## src/hw/tgrs_pkg.sv

```systemverilog
// Package with constants and types of the trigger routing sequencer.
`default_nettype none
package tgrs_pkg;
    localparam int TGRS_PINS = 10;
    localparam int TGRS_DED  = 5;
    localparam int TGRS_SIGS = 13;
    localparam int TGRS_PIN_STROBE = 2;
    localparam int TGRS_PIN_CORE   = 3;
    // Internal timing signal indices.
    localparam int TGRS_SIG_START = 0;
    localparam int TGRS_SIG_POST  = 1;
    localparam int TGRS_SIG_SCAN  = 2;
    // Set bit means edge detection, clear bit means level detection.
    localparam logic [TGRS_SIGS-1:0] TGRS_EDGE_MASK = 13'h1FCF;
    // Output pulse timing.
    localparam int TGRS_CLK_NS       = 10;
    localparam int TGRS_PULSE_MIN_NS = 50;
    localparam int TGRS_PULSE_CYC    =
        (TGRS_PULSE_MIN_NS + TGRS_CLK_NS - 1) / TGRS_CLK_NS;
    localparam logic [3:0] TGRS_PULSE_LD = 4'(TGRS_PULSE_CYC);
    // Register byte addresses.
    localparam logic [7:0] TGRS_A_CTRL   = 8'h00;
    localparam logic [7:0] TGRS_A_STATUS = 8'h04;
    localparam logic [7:0] TGRS_A_OE     = 8'h08;
    localparam logic [7:0] TGRS_A_POL    = 8'h0C;
    localparam logic [7:0] TGRS_A_PRE    = 8'h10;
    localparam logic [7:0] TGRS_A_POSTC  = 8'h14;
    localparam logic [7:0] TGRS_A_SCNT   = 8'h18;
    localparam logic [7:0] TGRS_A_SRC    = 8'h40;
    localparam logic [7:0] TGRS_A_SRC_END = 8'h74;
    // Field positions.
    localparam int TGRS_CTRL_PRE   = 0;
    localparam int TGRS_CTRL_START = 1;
    localparam int TGRS_CTRL_STOP  = 2;
    localparam int TGRS_ST_DONE    = 2;
    localparam int TGRS_ST_POSTACC = 3;
    localparam int TGRS_ST_ACTIVE  = 4;

    typedef enum logic [1:0] {
        TGRS_IDLE  = 2'b00,
        TGRS_PRE   = 2'b01,
        TGRS_ARMED = 2'b10,
        TGRS_POST  = 2'b11
    } tgrs_state_t;

    typedef struct packed {
        logic       en;
        logic [3:0] pin;
    } tgrs_src_t;

    typedef struct packed {
        logic start;
        logic post;
        logic scan;
        logic done;
    } tgrs_evt_t;
endpackage : tgrs_pkg
`default_nettype wire

```

## src/hw/tgrs_pin_sync.sv

```systemverilog
// Two-stage synchroniser with a third stage for edge detection.
`timescale 1ns/100ps
`default_nettype none
module tgrs_pin_sync #(
    parameter int W = 10
) (
    // Clock and reset
    input  wire logic         sys_clk,
    input  wire logic         sys_rst,
    // Raw pin levels
    input  wire logic [W-1:0] d,
    // Synchronised level and its previous value
    output logic      [W-1:0] lvl,
    output logic      [W-1:0] prev
);
    logic [W-1:0] meta_q;
    logic [W-1:0] lvl_q;
    logic [W-1:0] prev_q;

    // The first stage is read only by the second stage.
    always_ff @(posedge sys_clk) begin
        if (sys_rst) begin
            meta_q <= '0;
            lvl_q  <= '0;
            prev_q <= '0;
        end else begin
            meta_q <= d;
            lvl_q  <= meta_q;
            prev_q <= lvl_q;
        end
    end

    assign lvl  = lvl_q;
    assign prev = prev_q;
endmodule // tgrs_pin_sync
`default_nettype wire

```

## src/hw/tgrs_top.sv

```systemverilog
// Trigger routing and acquisition sequencing with an AHB-Lite slave.
`timescale 1ns/100ps
`default_nettype none
module tgrs_top
    import tgrs_pkg::*;
#(
    parameter int CNT_W = 24
) (
    // Clock and reset
    input  wire logic                 sys_clk,
    input  wire logic                 sys_rst,
    // AHB-Lite slave
    input  wire logic                 hsel,
    input  wire logic [31:0]          haddr,
    input  wire logic [1:0]           htrans,
    input  wire logic                 hwrite,
    input  wire logic [2:0]           hsize,
    input  wire logic [31:0]          hwdata,
    input  wire logic                 hready,
    output logic      [31:0]          hrdata,
    output logic                      hreadyout,
    output logic                      hresp,
    // Programmable function pins
    input  wire logic [TGRS_PINS-1:0] programmable_function_pin_i,
    output logic      [TGRS_PINS-1:0] programmable_function_pin_o,
    output logic      [TGRS_PINS-1:0] programmable_function_pin_oe_n,
    // Dedicated outputs
    output logic      [TGRS_DED-1:0]  dedicated_o,
    // Acquisition timing core
    input  wire logic                 conv_strobe_n,
    input  wire logic [TGRS_PINS-4:0] core_pin_sig,
    input  wire logic [TGRS_DED-1:0]  core_ded_sig,
    output logic      [TGRS_SIGS-1:0] routed_sig,
    output tgrs_evt_t                 seq_evt,
    output logic                      acq_active
);
    localparam logic [CNT_W-1:0] CNT_ONE = CNT_W'(1);

    if (CNT_W < 1 || CNT_W > 32) begin : g_chk
        $error("CNT_W must lie between 1 and 32.");
    end
    if (TGRS_PULSE_CYC > 15) begin : g_chk_pulse
        $error("Pulse length does not fit its counter.");
    end

    function automatic logic src_hit(input logic [7:0] a);
        return a >= TGRS_A_SRC && a < TGRS_A_SRC_END && a[1:0] == 2'h0;
    endfunction

    function automatic logic [3:0] src_idx(input logic [7:0] a);
        logic [7:0] d;
        d = a - TGRS_A_SRC;
        return d[5:2];
    endfunction

    // Registers.
    logic                 pre_mode_q;
    logic [TGRS_PINS-1:0] oe_q;
    logic [TGRS_PINS-1:0] pol_q;
    logic [CNT_W-1:0]     pre_cnt_q;
    logic [CNT_W-1:0]     post_cnt_q;
    tgrs_src_t            src_q [TGRS_SIGS];
    logic                 done_q;
    logic                 postacc_q;
    // Bus state.
    logic                 wr_q;
    logic [7:0]           waddr_q;
    logic [31:0]          hrdata_q;
    logic [31:0]          rd_d;
    logic                 ahb_go;
    logic                 wr_ctrl;
    logic                 sw_start;
    logic                 sw_stop;
    // Sequencer.
    tgrs_state_t          st_q;
    tgrs_state_t          st_d;
    logic [CNT_W-1:0]     cnt_q;
    logic [CNT_W-1:0]     cnt_d;
    logic                 start_acc;
    logic                 post_acc;
    logic                 done_ev;
    logic                 scan_ok;
    // Routing.
    logic [TGRS_PINS-1:0] pin_lvl;
    logic [TGRS_PINS-1:0] pin_prev;
    logic [TGRS_PINS-1:0] pol_lvl;
    logic [TGRS_PINS-1:0] pol_prev;
    logic [TGRS_SIGS-1:0] routed_d;
    logic [TGRS_SIGS-1:0] routed_q;
    tgrs_evt_t            evt_q;
    logic [3:0]           pls_q [2];
    logic [TGRS_PINS-1:0] pin_o_d;
    logic [TGRS_PINS-1:0] pin_o_q;
    logic [TGRS_DED-1:0]  ded_q;

    // Pin synchronisation.
    tgrs_pin_sync #(
        .W       (TGRS_PINS)
    ) tgrs_pin_sync_inst (
        .sys_clk (sys_clk),
        .sys_rst (sys_rst),
        .d       (programmable_function_pin_i),
        .lvl     (pin_lvl),
        .prev    (pin_prev)
    );

    assign pol_lvl  = pin_lvl ^ pol_q;
    assign pol_prev = pin_prev ^ pol_q;

    // Source selection and detection for each internal timing signal.
    always_comb begin
        routed_d = '0;
        for (int i = 0; i < TGRS_SIGS; i++) begin
            if (src_q[i].en && src_q[i].pin < TGRS_PINS) begin
                if (TGRS_EDGE_MASK[i]) begin
                    routed_d[i] = pol_lvl[src_q[i].pin] &
                                  ~pol_prev[src_q[i].pin];
                end else begin
                    routed_d[i] = pol_lvl[src_q[i].pin];
                end
            end
        end
    end

    // Bus access decode.
    assign ahb_go   = hsel & htrans[1] & hready;
    assign wr_ctrl  = wr_q && waddr_q == TGRS_A_CTRL;
    assign sw_start = wr_ctrl & hwdata[TGRS_CTRL_START];
    assign sw_stop  = wr_ctrl & hwdata[TGRS_CTRL_STOP];

    // Sequencer next state.
    always_comb begin
        st_d      = st_q;
        cnt_d     = cnt_q;
        start_acc = 1'b0;
        post_acc  = 1'b0;
        done_ev   = 1'b0;
        scan_ok   = routed_d[TGRS_SIG_SCAN] & (st_q != TGRS_IDLE);
        case (st_q)
            TGRS_IDLE: begin
                if (routed_d[TGRS_SIG_START] | sw_start) begin
                    start_acc = 1'b1;
                    if (!pre_mode_q) begin
                        st_d  = TGRS_POST;
                        cnt_d = post_cnt_q;
                    end else if (pre_cnt_q == '0) begin
                        st_d  = TGRS_ARMED;
                        cnt_d = post_cnt_q;
                    end else begin
                        st_d  = TGRS_PRE;
                        cnt_d = pre_cnt_q;
                    end
                end
            end
            TGRS_PRE: begin
                if (scan_ok) begin
                    if (cnt_q <= CNT_ONE) begin
                        st_d  = TGRS_ARMED;
                        cnt_d = post_cnt_q;
                    end else begin
                        cnt_d = cnt_q - CNT_ONE;
                    end
                end
            end
            TGRS_ARMED: begin
                if (routed_d[TGRS_SIG_POST]) begin
                    post_acc = 1'b1;
                    st_d     = TGRS_POST;
                end
            end
            TGRS_POST: begin
                if (scan_ok) begin
                    if (cnt_q <= CNT_ONE) begin
                        st_d    = TGRS_IDLE;
                        cnt_d   = '0;
                        done_ev = 1'b1;
                    end else begin
                        cnt_d = cnt_q - CNT_ONE;
                    end
                end
            end
            default: begin
                st_d  = TGRS_IDLE;
                cnt_d = '0;
            end
        endcase
        if (sw_stop && st_q != TGRS_IDLE) begin
            st_d     = TGRS_IDLE;
            cnt_d    = '0;
            post_acc = 1'b0;
            done_ev  = 1'b1;
        end
    end

    always_ff @(posedge sys_clk) begin
        if (sys_rst) begin
            st_q  <= TGRS_IDLE;
            cnt_q <= '0;
        end else begin
            st_q  <= st_d;
            cnt_q <= cnt_d;
        end
    end

    // Sticky status flags; a set in the clearing cycle wins.
    always_ff @(posedge sys_clk) begin
        if (sys_rst) begin
            done_q    <= 1'b0;
            postacc_q <= 1'b0;
        end else begin
            done_q <= done_ev | (done_q & ~(wr_q &&
                      waddr_q == TGRS_A_STATUS && hwdata[TGRS_ST_DONE]));
            if (post_acc) begin
                postacc_q <= 1'b1;
            end else if (start_acc) begin
                postacc_q <= 1'b0;
            end
        end
    end

    // Output pulses on pins 0 and 1, restarted by each new event.
    always_ff @(posedge sys_clk) begin
        if (sys_rst) begin
            pls_q[0] <= '0;
            pls_q[1] <= '0;
        end else begin
            for (int k = 0; k < 2; k++) begin
                if ((k == 0) ? start_acc : post_acc) begin
                    pls_q[k] <= TGRS_PULSE_LD;
                end else if (pls_q[k] != '0) begin
                    pls_q[k] <= pls_q[k] - 4'h1;
                end
            end
        end
    end

    // Fixed output signal of each pin.
    always_comb begin
        pin_o_d                  = '0;
        pin_o_d[TGRS_SIG_START]  = pls_q[0] != '0;
        pin_o_d[TGRS_SIG_POST]   = pls_q[1] != '0;
        pin_o_d[TGRS_PIN_STROBE] = conv_strobe_n;
        pin_o_d[TGRS_PINS-1:TGRS_PIN_CORE] = core_pin_sig;
    end

    always_ff @(posedge sys_clk) begin
        if (sys_rst) begin
            pin_o_q  <= '0;
            ded_q    <= '0;
            routed_q <= '0;
            evt_q    <= '0;
        end else begin
            pin_o_q  <= pin_o_d;
            ded_q    <= core_ded_sig;
            routed_q <= routed_d;
            evt_q    <= '{start: start_acc, post: post_acc,
                          scan: scan_ok, done: done_ev};
        end
    end

    // Bus address phase capture.
    always_ff @(posedge sys_clk) begin
        if (sys_rst) begin
            wr_q    <= 1'b0;
            waddr_q <= '0;
        end else begin
            wr_q    <= ahb_go & hwrite;
            waddr_q <= haddr[7:0];
        end
    end

    // Register writes in the data phase.
    always_ff @(posedge sys_clk) begin
        if (sys_rst) begin
            pre_mode_q <= 1'b0;
            oe_q       <= '0;
            pol_q      <= '0;
            pre_cnt_q  <= '0;
            post_cnt_q <= '0;
            for (int i = 0; i < TGRS_SIGS; i++) begin
                src_q[i] <= '0;
            end
        end else if (wr_q) begin
            case (waddr_q)
                TGRS_A_CTRL:  pre_mode_q <= hwdata[TGRS_CTRL_PRE];
                TGRS_A_OE:    oe_q       <= hwdata[TGRS_PINS-1:0];
                TGRS_A_POL:   pol_q      <= hwdata[TGRS_PINS-1:0];
                TGRS_A_PRE:   pre_cnt_q  <= hwdata[CNT_W-1:0];
                TGRS_A_POSTC: post_cnt_q <= hwdata[CNT_W-1:0];
                default: begin
                    for (int i = 0; i < TGRS_SIGS; i++) begin
                        if (src_hit(waddr_q) && src_idx(waddr_q) == 4'(i)) begin
                            src_q[i] <= hwdata[4:0];
                        end
                    end
                end
            endcase
        end
    end

    // Read data selection.
    always_comb begin
        rd_d = '0;
        case (haddr[7:0])
            TGRS_A_CTRL:   rd_d[TGRS_CTRL_PRE] = pre_mode_q;
            TGRS_A_STATUS: begin
                rd_d[1:0]             = st_q;
                rd_d[TGRS_ST_DONE]    = done_q;
                rd_d[TGRS_ST_POSTACC] = postacc_q;
                rd_d[TGRS_ST_ACTIVE]  = st_q != TGRS_IDLE;
            end
            TGRS_A_OE:     rd_d[TGRS_PINS-1:0] = oe_q;
            TGRS_A_POL:    rd_d[TGRS_PINS-1:0] = pol_q;
            TGRS_A_PRE:    rd_d[CNT_W-1:0]     = pre_cnt_q;
            TGRS_A_POSTC:  rd_d[CNT_W-1:0]     = post_cnt_q;
            TGRS_A_SCNT:   rd_d[CNT_W-1:0]     = cnt_q;
            default: begin
                if (src_hit(haddr[7:0])) begin
                    rd_d[4:0] = src_q[src_idx(haddr[7:0])];
                end
            end
        endcase
    end

    always_ff @(posedge sys_clk) begin
        if (sys_rst) begin
            hrdata_q <= '0;
        end else if (ahb_go && !hwrite) begin
            hrdata_q <= rd_d;
        end
    end

    assign hrdata     = hrdata_q;
    assign hreadyout  = 1'b1;
    assign hresp      = 1'b0;
    assign routed_sig = routed_q;
    assign seq_evt    = evt_q;
    assign acq_active = st_q != TGRS_IDLE;
    assign dedicated_o = ded_q;
    assign programmable_function_pin_o    = pin_o_q;
    assign programmable_function_pin_oe_n = ~oe_q;
endmodule // tgrs_top
`default_nettype wire

```

## config.mk

```make
export PLATFORM = sky130hd
export DESIGN_NAME = tgrs_top
export DESIGN_NICKNAME = d
export VERILOG_FILES = /design/src/hw/tgrs_pkg.sv /design/src/hw/tgrs_pin_sync.sv /design/src/hw/tgrs_top.sv
export SDC_FILE = /design/constraint.sdc
export NUM_CORES = 1
export LEC_CHECK = 0
export ABC_AREA = 1
export BUFFER_PORTS_ARGS = -buffer_cell sky130_fd_sc_hd__buf_4
export CELL_PAD_IN_SITES_DETAIL_PLACEMENT = 0
export CELL_PAD_IN_SITES_GLOBAL_PLACEMENT = 2
export CORE_MARGIN = 2
export CORE_UTILIZATION = 36
export CTS_CLUSTER_DIAMETER = 200
export DETAILED_ROUTE_END_ITERATION = 6
export HOLD_SLACK_MARGIN = 0.12
export PLACE_DENSITY = 0.82
export RECOVER_POWER = 50
export SLEW_MARGIN = 20
export SYNTH_ARGS = -nofsm -noshare
export SYNTH_HDL_FRONTEND = slang
export SYNTH_SLANG_ARGS = --single-unit
```

## constraint.sdc

```tcl
create_clock -name sys_clk -period 3.6 [get_ports sys_clk]
set_input_delay 0.72 -clock sys_clk [delete_from_list [all_inputs] [get_ports sys_clk]]
set_output_delay 0.72 -clock sys_clk [all_outputs]
set_load 0.1 [all_outputs]
```

==> metrics.csv <==
metric;value;unit
synth_seq_area_share;0.4164;
n_fill_cell;4194;
cts.hold.buffers_added;0;
globalplace.congestion;0.8858;
critical_path_top_delay_cell;sky130_fd_sc_hd__clkbuf_1;
peakVddDrop;462.9;uV
clock_sink_count;265;
slew-limit-headroom;-0.2043;
finalSetupViolations;0;
timing.final.max_slew_violations;36;
drc;0;
share_of_synthesized_registers_carrying_an_async_set_or_reset;0;
synth.most_common_cell;sky130_fd_sc_hd__nand2_1;
timing.critical_path.cells;clkbuf_1, inv_1, buf_12, o31ai_1, clkbuf_1;
die_w;204.7;um
post_dp_cell_area;15960;um2
fin_skew;0.01969;ns
vias;14540;
yosys_most_used_dff;sky130_fd_sc_hd__dfxtp_1;
clk_pin_slew_worst_paths;0.06;ns
synth.lib_cells_used.distinct;46;
route.layer.met1.wl;27.08;mm
setup.worst_path.class;in -> reg;
run_status;complete, but fails checks;
netlist_top_cells_count;383 x sky130_fd_sc_hd__nand2_1, 321 x sky130_fd_sc_hd__nor2_1, 245 x sky130_fd_sc_hd__inv_1, 195 x sky130_fd_sc_hd__o21ai_0, 192 x sky130_fd_sc_hd__dfxtp_1;
worst_pin_slew;1.806;ns
failed_checks;max-capacitance violations, max-slew violations;
dr_wl_met3;4.088;mm
die_height;204.7;um
grt_pass1_wl;83.19;mm
synthCells;2071;
crit_path_max_incr_delay;1.27;ns
initial_antenna_violation_count;1;
drt_wl_total;55.82;mm
grt_max_degree;102;
p_leak;7.080;nW
routed_wire_length_per_instance;20.48;um
min_period_over_period;0.8519;
cellPowerDensity;570.2;nW/um2
io_pins;174;
post_cts_resize_count;0;
number_of_i_o_port_buffers;127;
crit_path_frequent_cell;sky130_fd_sc_hd__clkbuf_1;
route.detailed.vias_per_inst;5.335;
netlist.area_leader.share;0.2651;
start_util;0.3649;
fin_setup_tns;0;ns
cp_top_delay_family;buffers and inverters;
design.final.nets;2279;
yosys_register_bits;265;
tritoncts;built;
clock_tree_buf_depth;3;
core.rowCount;73;
cp.required;3.84;ns
drt-pass1-iter-count;6;
synth-edff-count;73;
core;39730;um2
root_buffer;sky130_fd_sc_hd__clkbuf_16;
maxUsedRoutingLayer;met4;
die-area;41890;um2
rsz_0062_raised_after_global_routing;no;
maxCapViolations;1;
drt-initial-drc-count;1351;
worst_setup_path_end_kind;flip-flop;
hold_violations;0;
synthesis.area_per_instance;7.000;um2
synthesis_to_layout_area_growth;15.72;%
dpl.cell_count;2665;
timing.critical_path.arrival;3.31;ns
max_freq;326.1;MHz
final_cells;2725;
synth.top_cells.by_area;sky130_fd_sc_hd__dfxtp_1 27%, sky130_fd_sc_hd__edfxtp_1 15%, sky130_fd_sc_hd__nand2_1 9.9%;
gr-total-overflow;0;
postRouteAntennaNets;0;
final_core_utilization;0.4222;
clk_latency;0.59;ns
post-route-min-period;3.067;ns
track_usage;0.2629;
numCtsBuffers;31;
htree_levels;1;
synth_top_cell_by_area;sky130_fd_sc_hd__dfxtp_1;
worstPathBufferInverterCount;4;
postCtsSetupBuffers;0;
synth_warnings;0;
number_of_global_route_vias_before_repair;13230;
wl_met2;23.63;mm
timing.hold.worst.class;in -> reg;
crit_fanout;101;
mappedNetlistArea;14500;um2
fraction_of_final_layout_cells_with_drive_strength_greater_than_1;0.08917;
post-dp-hpwl;40.88;mm
timing.critical_path.from_type;primary input;
finish.instance_area;16770;um2
-- registers in the layout, indices dropped and copies added (netlist names), 2 cells and up --
name and flops:
post_cnt_q 24, routed_sig 13, pre_cnt_q 24, hrdata 24, pol_q 10, dedicated_o 5
cnt_q 24, st_q 2, tgrs_pin_sync_inst.meta_q 10, programmable_function_pin_o 10, src_q 65, waddr_q 8
seq_evt 4, tgrs_pin_sync_inst.prev 10, pls_q 8, tgrs_pin_sync_inst.lvl 10, oe_q 10
-- final timing paths --
check,start,endpoint,slack [ns],cells past startpoint
hold / removal,core_ded_sig[3],dedicated_o[3]$_SDFF_PP0_,0.33,3
setup / recovery,sys_rst,src_q[12][2]$_DFFE_PP_,0.53,5
setup reg to reg,pol_q[9]$_SDFFE_PP0P_,cnt_q[3]$_SDFFE_PP0P_,0.64,12
hold reg to reg,tgrs_pin_sync_inst.meta_q[9]$_SDFF_PP0_,tgrs_pin_sync_inst.lvl[9]$_SDFF_PP0_,0.39,2
-- layout by cell type, fill, tap and decap left out, types with 6 or more instances in the layout --
cell / n
sky130_fd_sc_hd__a211oi_1: 6
sky130_fd_sc_hd__a21oi_1: 136
sky130_fd_sc_hd__a221oi_1: 8
sky130_fd_sc_hd__a31oi_1: 7
sky130_fd_sc_hd__buf_4: 90
sky130_fd_sc_hd__bufinv_16: 6
sky130_fd_sc_hd__clkbuf_1: 81
sky130_fd_sc_hd__clkbuf_16: 31
sky130_fd_sc_hd__clkinv_1: 10
sky130_fd_sc_hd__clkinv_2: 6
sky130_fd_sc_hd__conb_1: 10
sky130_fd_sc_hd__dfxtp_1: 192
sky130_fd_sc_hd__edfxtp_1: 73
sky130_fd_sc_hd__ha_1: 9
sky130_fd_sc_hd__inv_1: 245
sky130_fd_sc_hd__inv_2: 21
sky130_fd_sc_hd__nand2_1: 383
sky130_fd_sc_hd__nand2_2: 14
sky130_fd_sc_hd__nand3_1: 114
sky130_fd_sc_hd__nand4_1: 29
sky130_fd_sc_hd__nor2_1: 319
sky130_fd_sc_hd__nor2_2: 7
sky130_fd_sc_hd__nor3_1: 16
sky130_fd_sc_hd__o211ai_1: 56
sky130_fd_sc_hd__o21ai_0: 195
sky130_fd_sc_hd__o221ai_1: 28
sky130_fd_sc_hd__o22ai_1: 44
sky130_fd_sc_hd__xor2_1: 6
-- final cells by class --
| type | count | area, um2 | share of cell area |
|---|---|---|---|
| Multi-Input combinational cell | 1435 | 6983 | 0.4163 |
| Sequential cell | 265 | 6036 | 0.3598 |
| Inverter | 276 | 1036 | 0.06176 |
| Timing Repair Buffer | 164 | 969.7 | 0.05781 |
| Clock buffer | 42 | 847.1 | 0.05050 |
| Tap cell | 525 | 656.9 | 0.03916 |
| Clock inverter | 16 | 241.5 | 0.01440 |
| Antenna cell | 2 | 5.005 | 0.0002984 |
-- worst register-to-register path, delay by kind of cell, from the launching register on --
family / cells / cell delay [ns]
DFF: 1 / 0.36
and+or+nand+nor: 10 / 1.72
buffers and inverters: 1 / 0.05
xor gates and xnor gates: 1 / 0.73
-- routing by layer --
metal	track usage	up-vias
met1	0.3976	6865
met5	0	-
met2	0.3878	501
met4	0.06729	0
met3	0.03754	70
li1	-	7101
-- power by group --
part	switching, mW	internal, mW
Sequential	0.186	3.29
Clock	1.32	2.07
Combinational	1.92	0.777
-- stage by stage --
step	hold WS [ns]	setup WS (ns)	total power [mW]
6_report	0.3316	0.5333	9.565
5_1_grt	0.3241	0.3311	10.08
4_1_cts	0.3118	0.6641	9.622
3_5_place_dp	0.3924	0.6758	6.224
3_3_place_gp	0.3912	0.7246	6.217
2_1_floorplan	0.3883	1.304	5.485
-- kinds of logic after synthesis --
family	after synthesis	synth area share
AND/OR/NAND/NOR	895	0.2563
AO/OA/AOI/OAI	508	0.2054
buffers and inverters	379	0.1048
flip-flops	265	0.4164
XOR/XNOR	13	0.008890
adder cells (fa/ha/maj)	9	0.007768
other	2	0.0005181
Note: power is estimated with default switching activity, not from simulation.
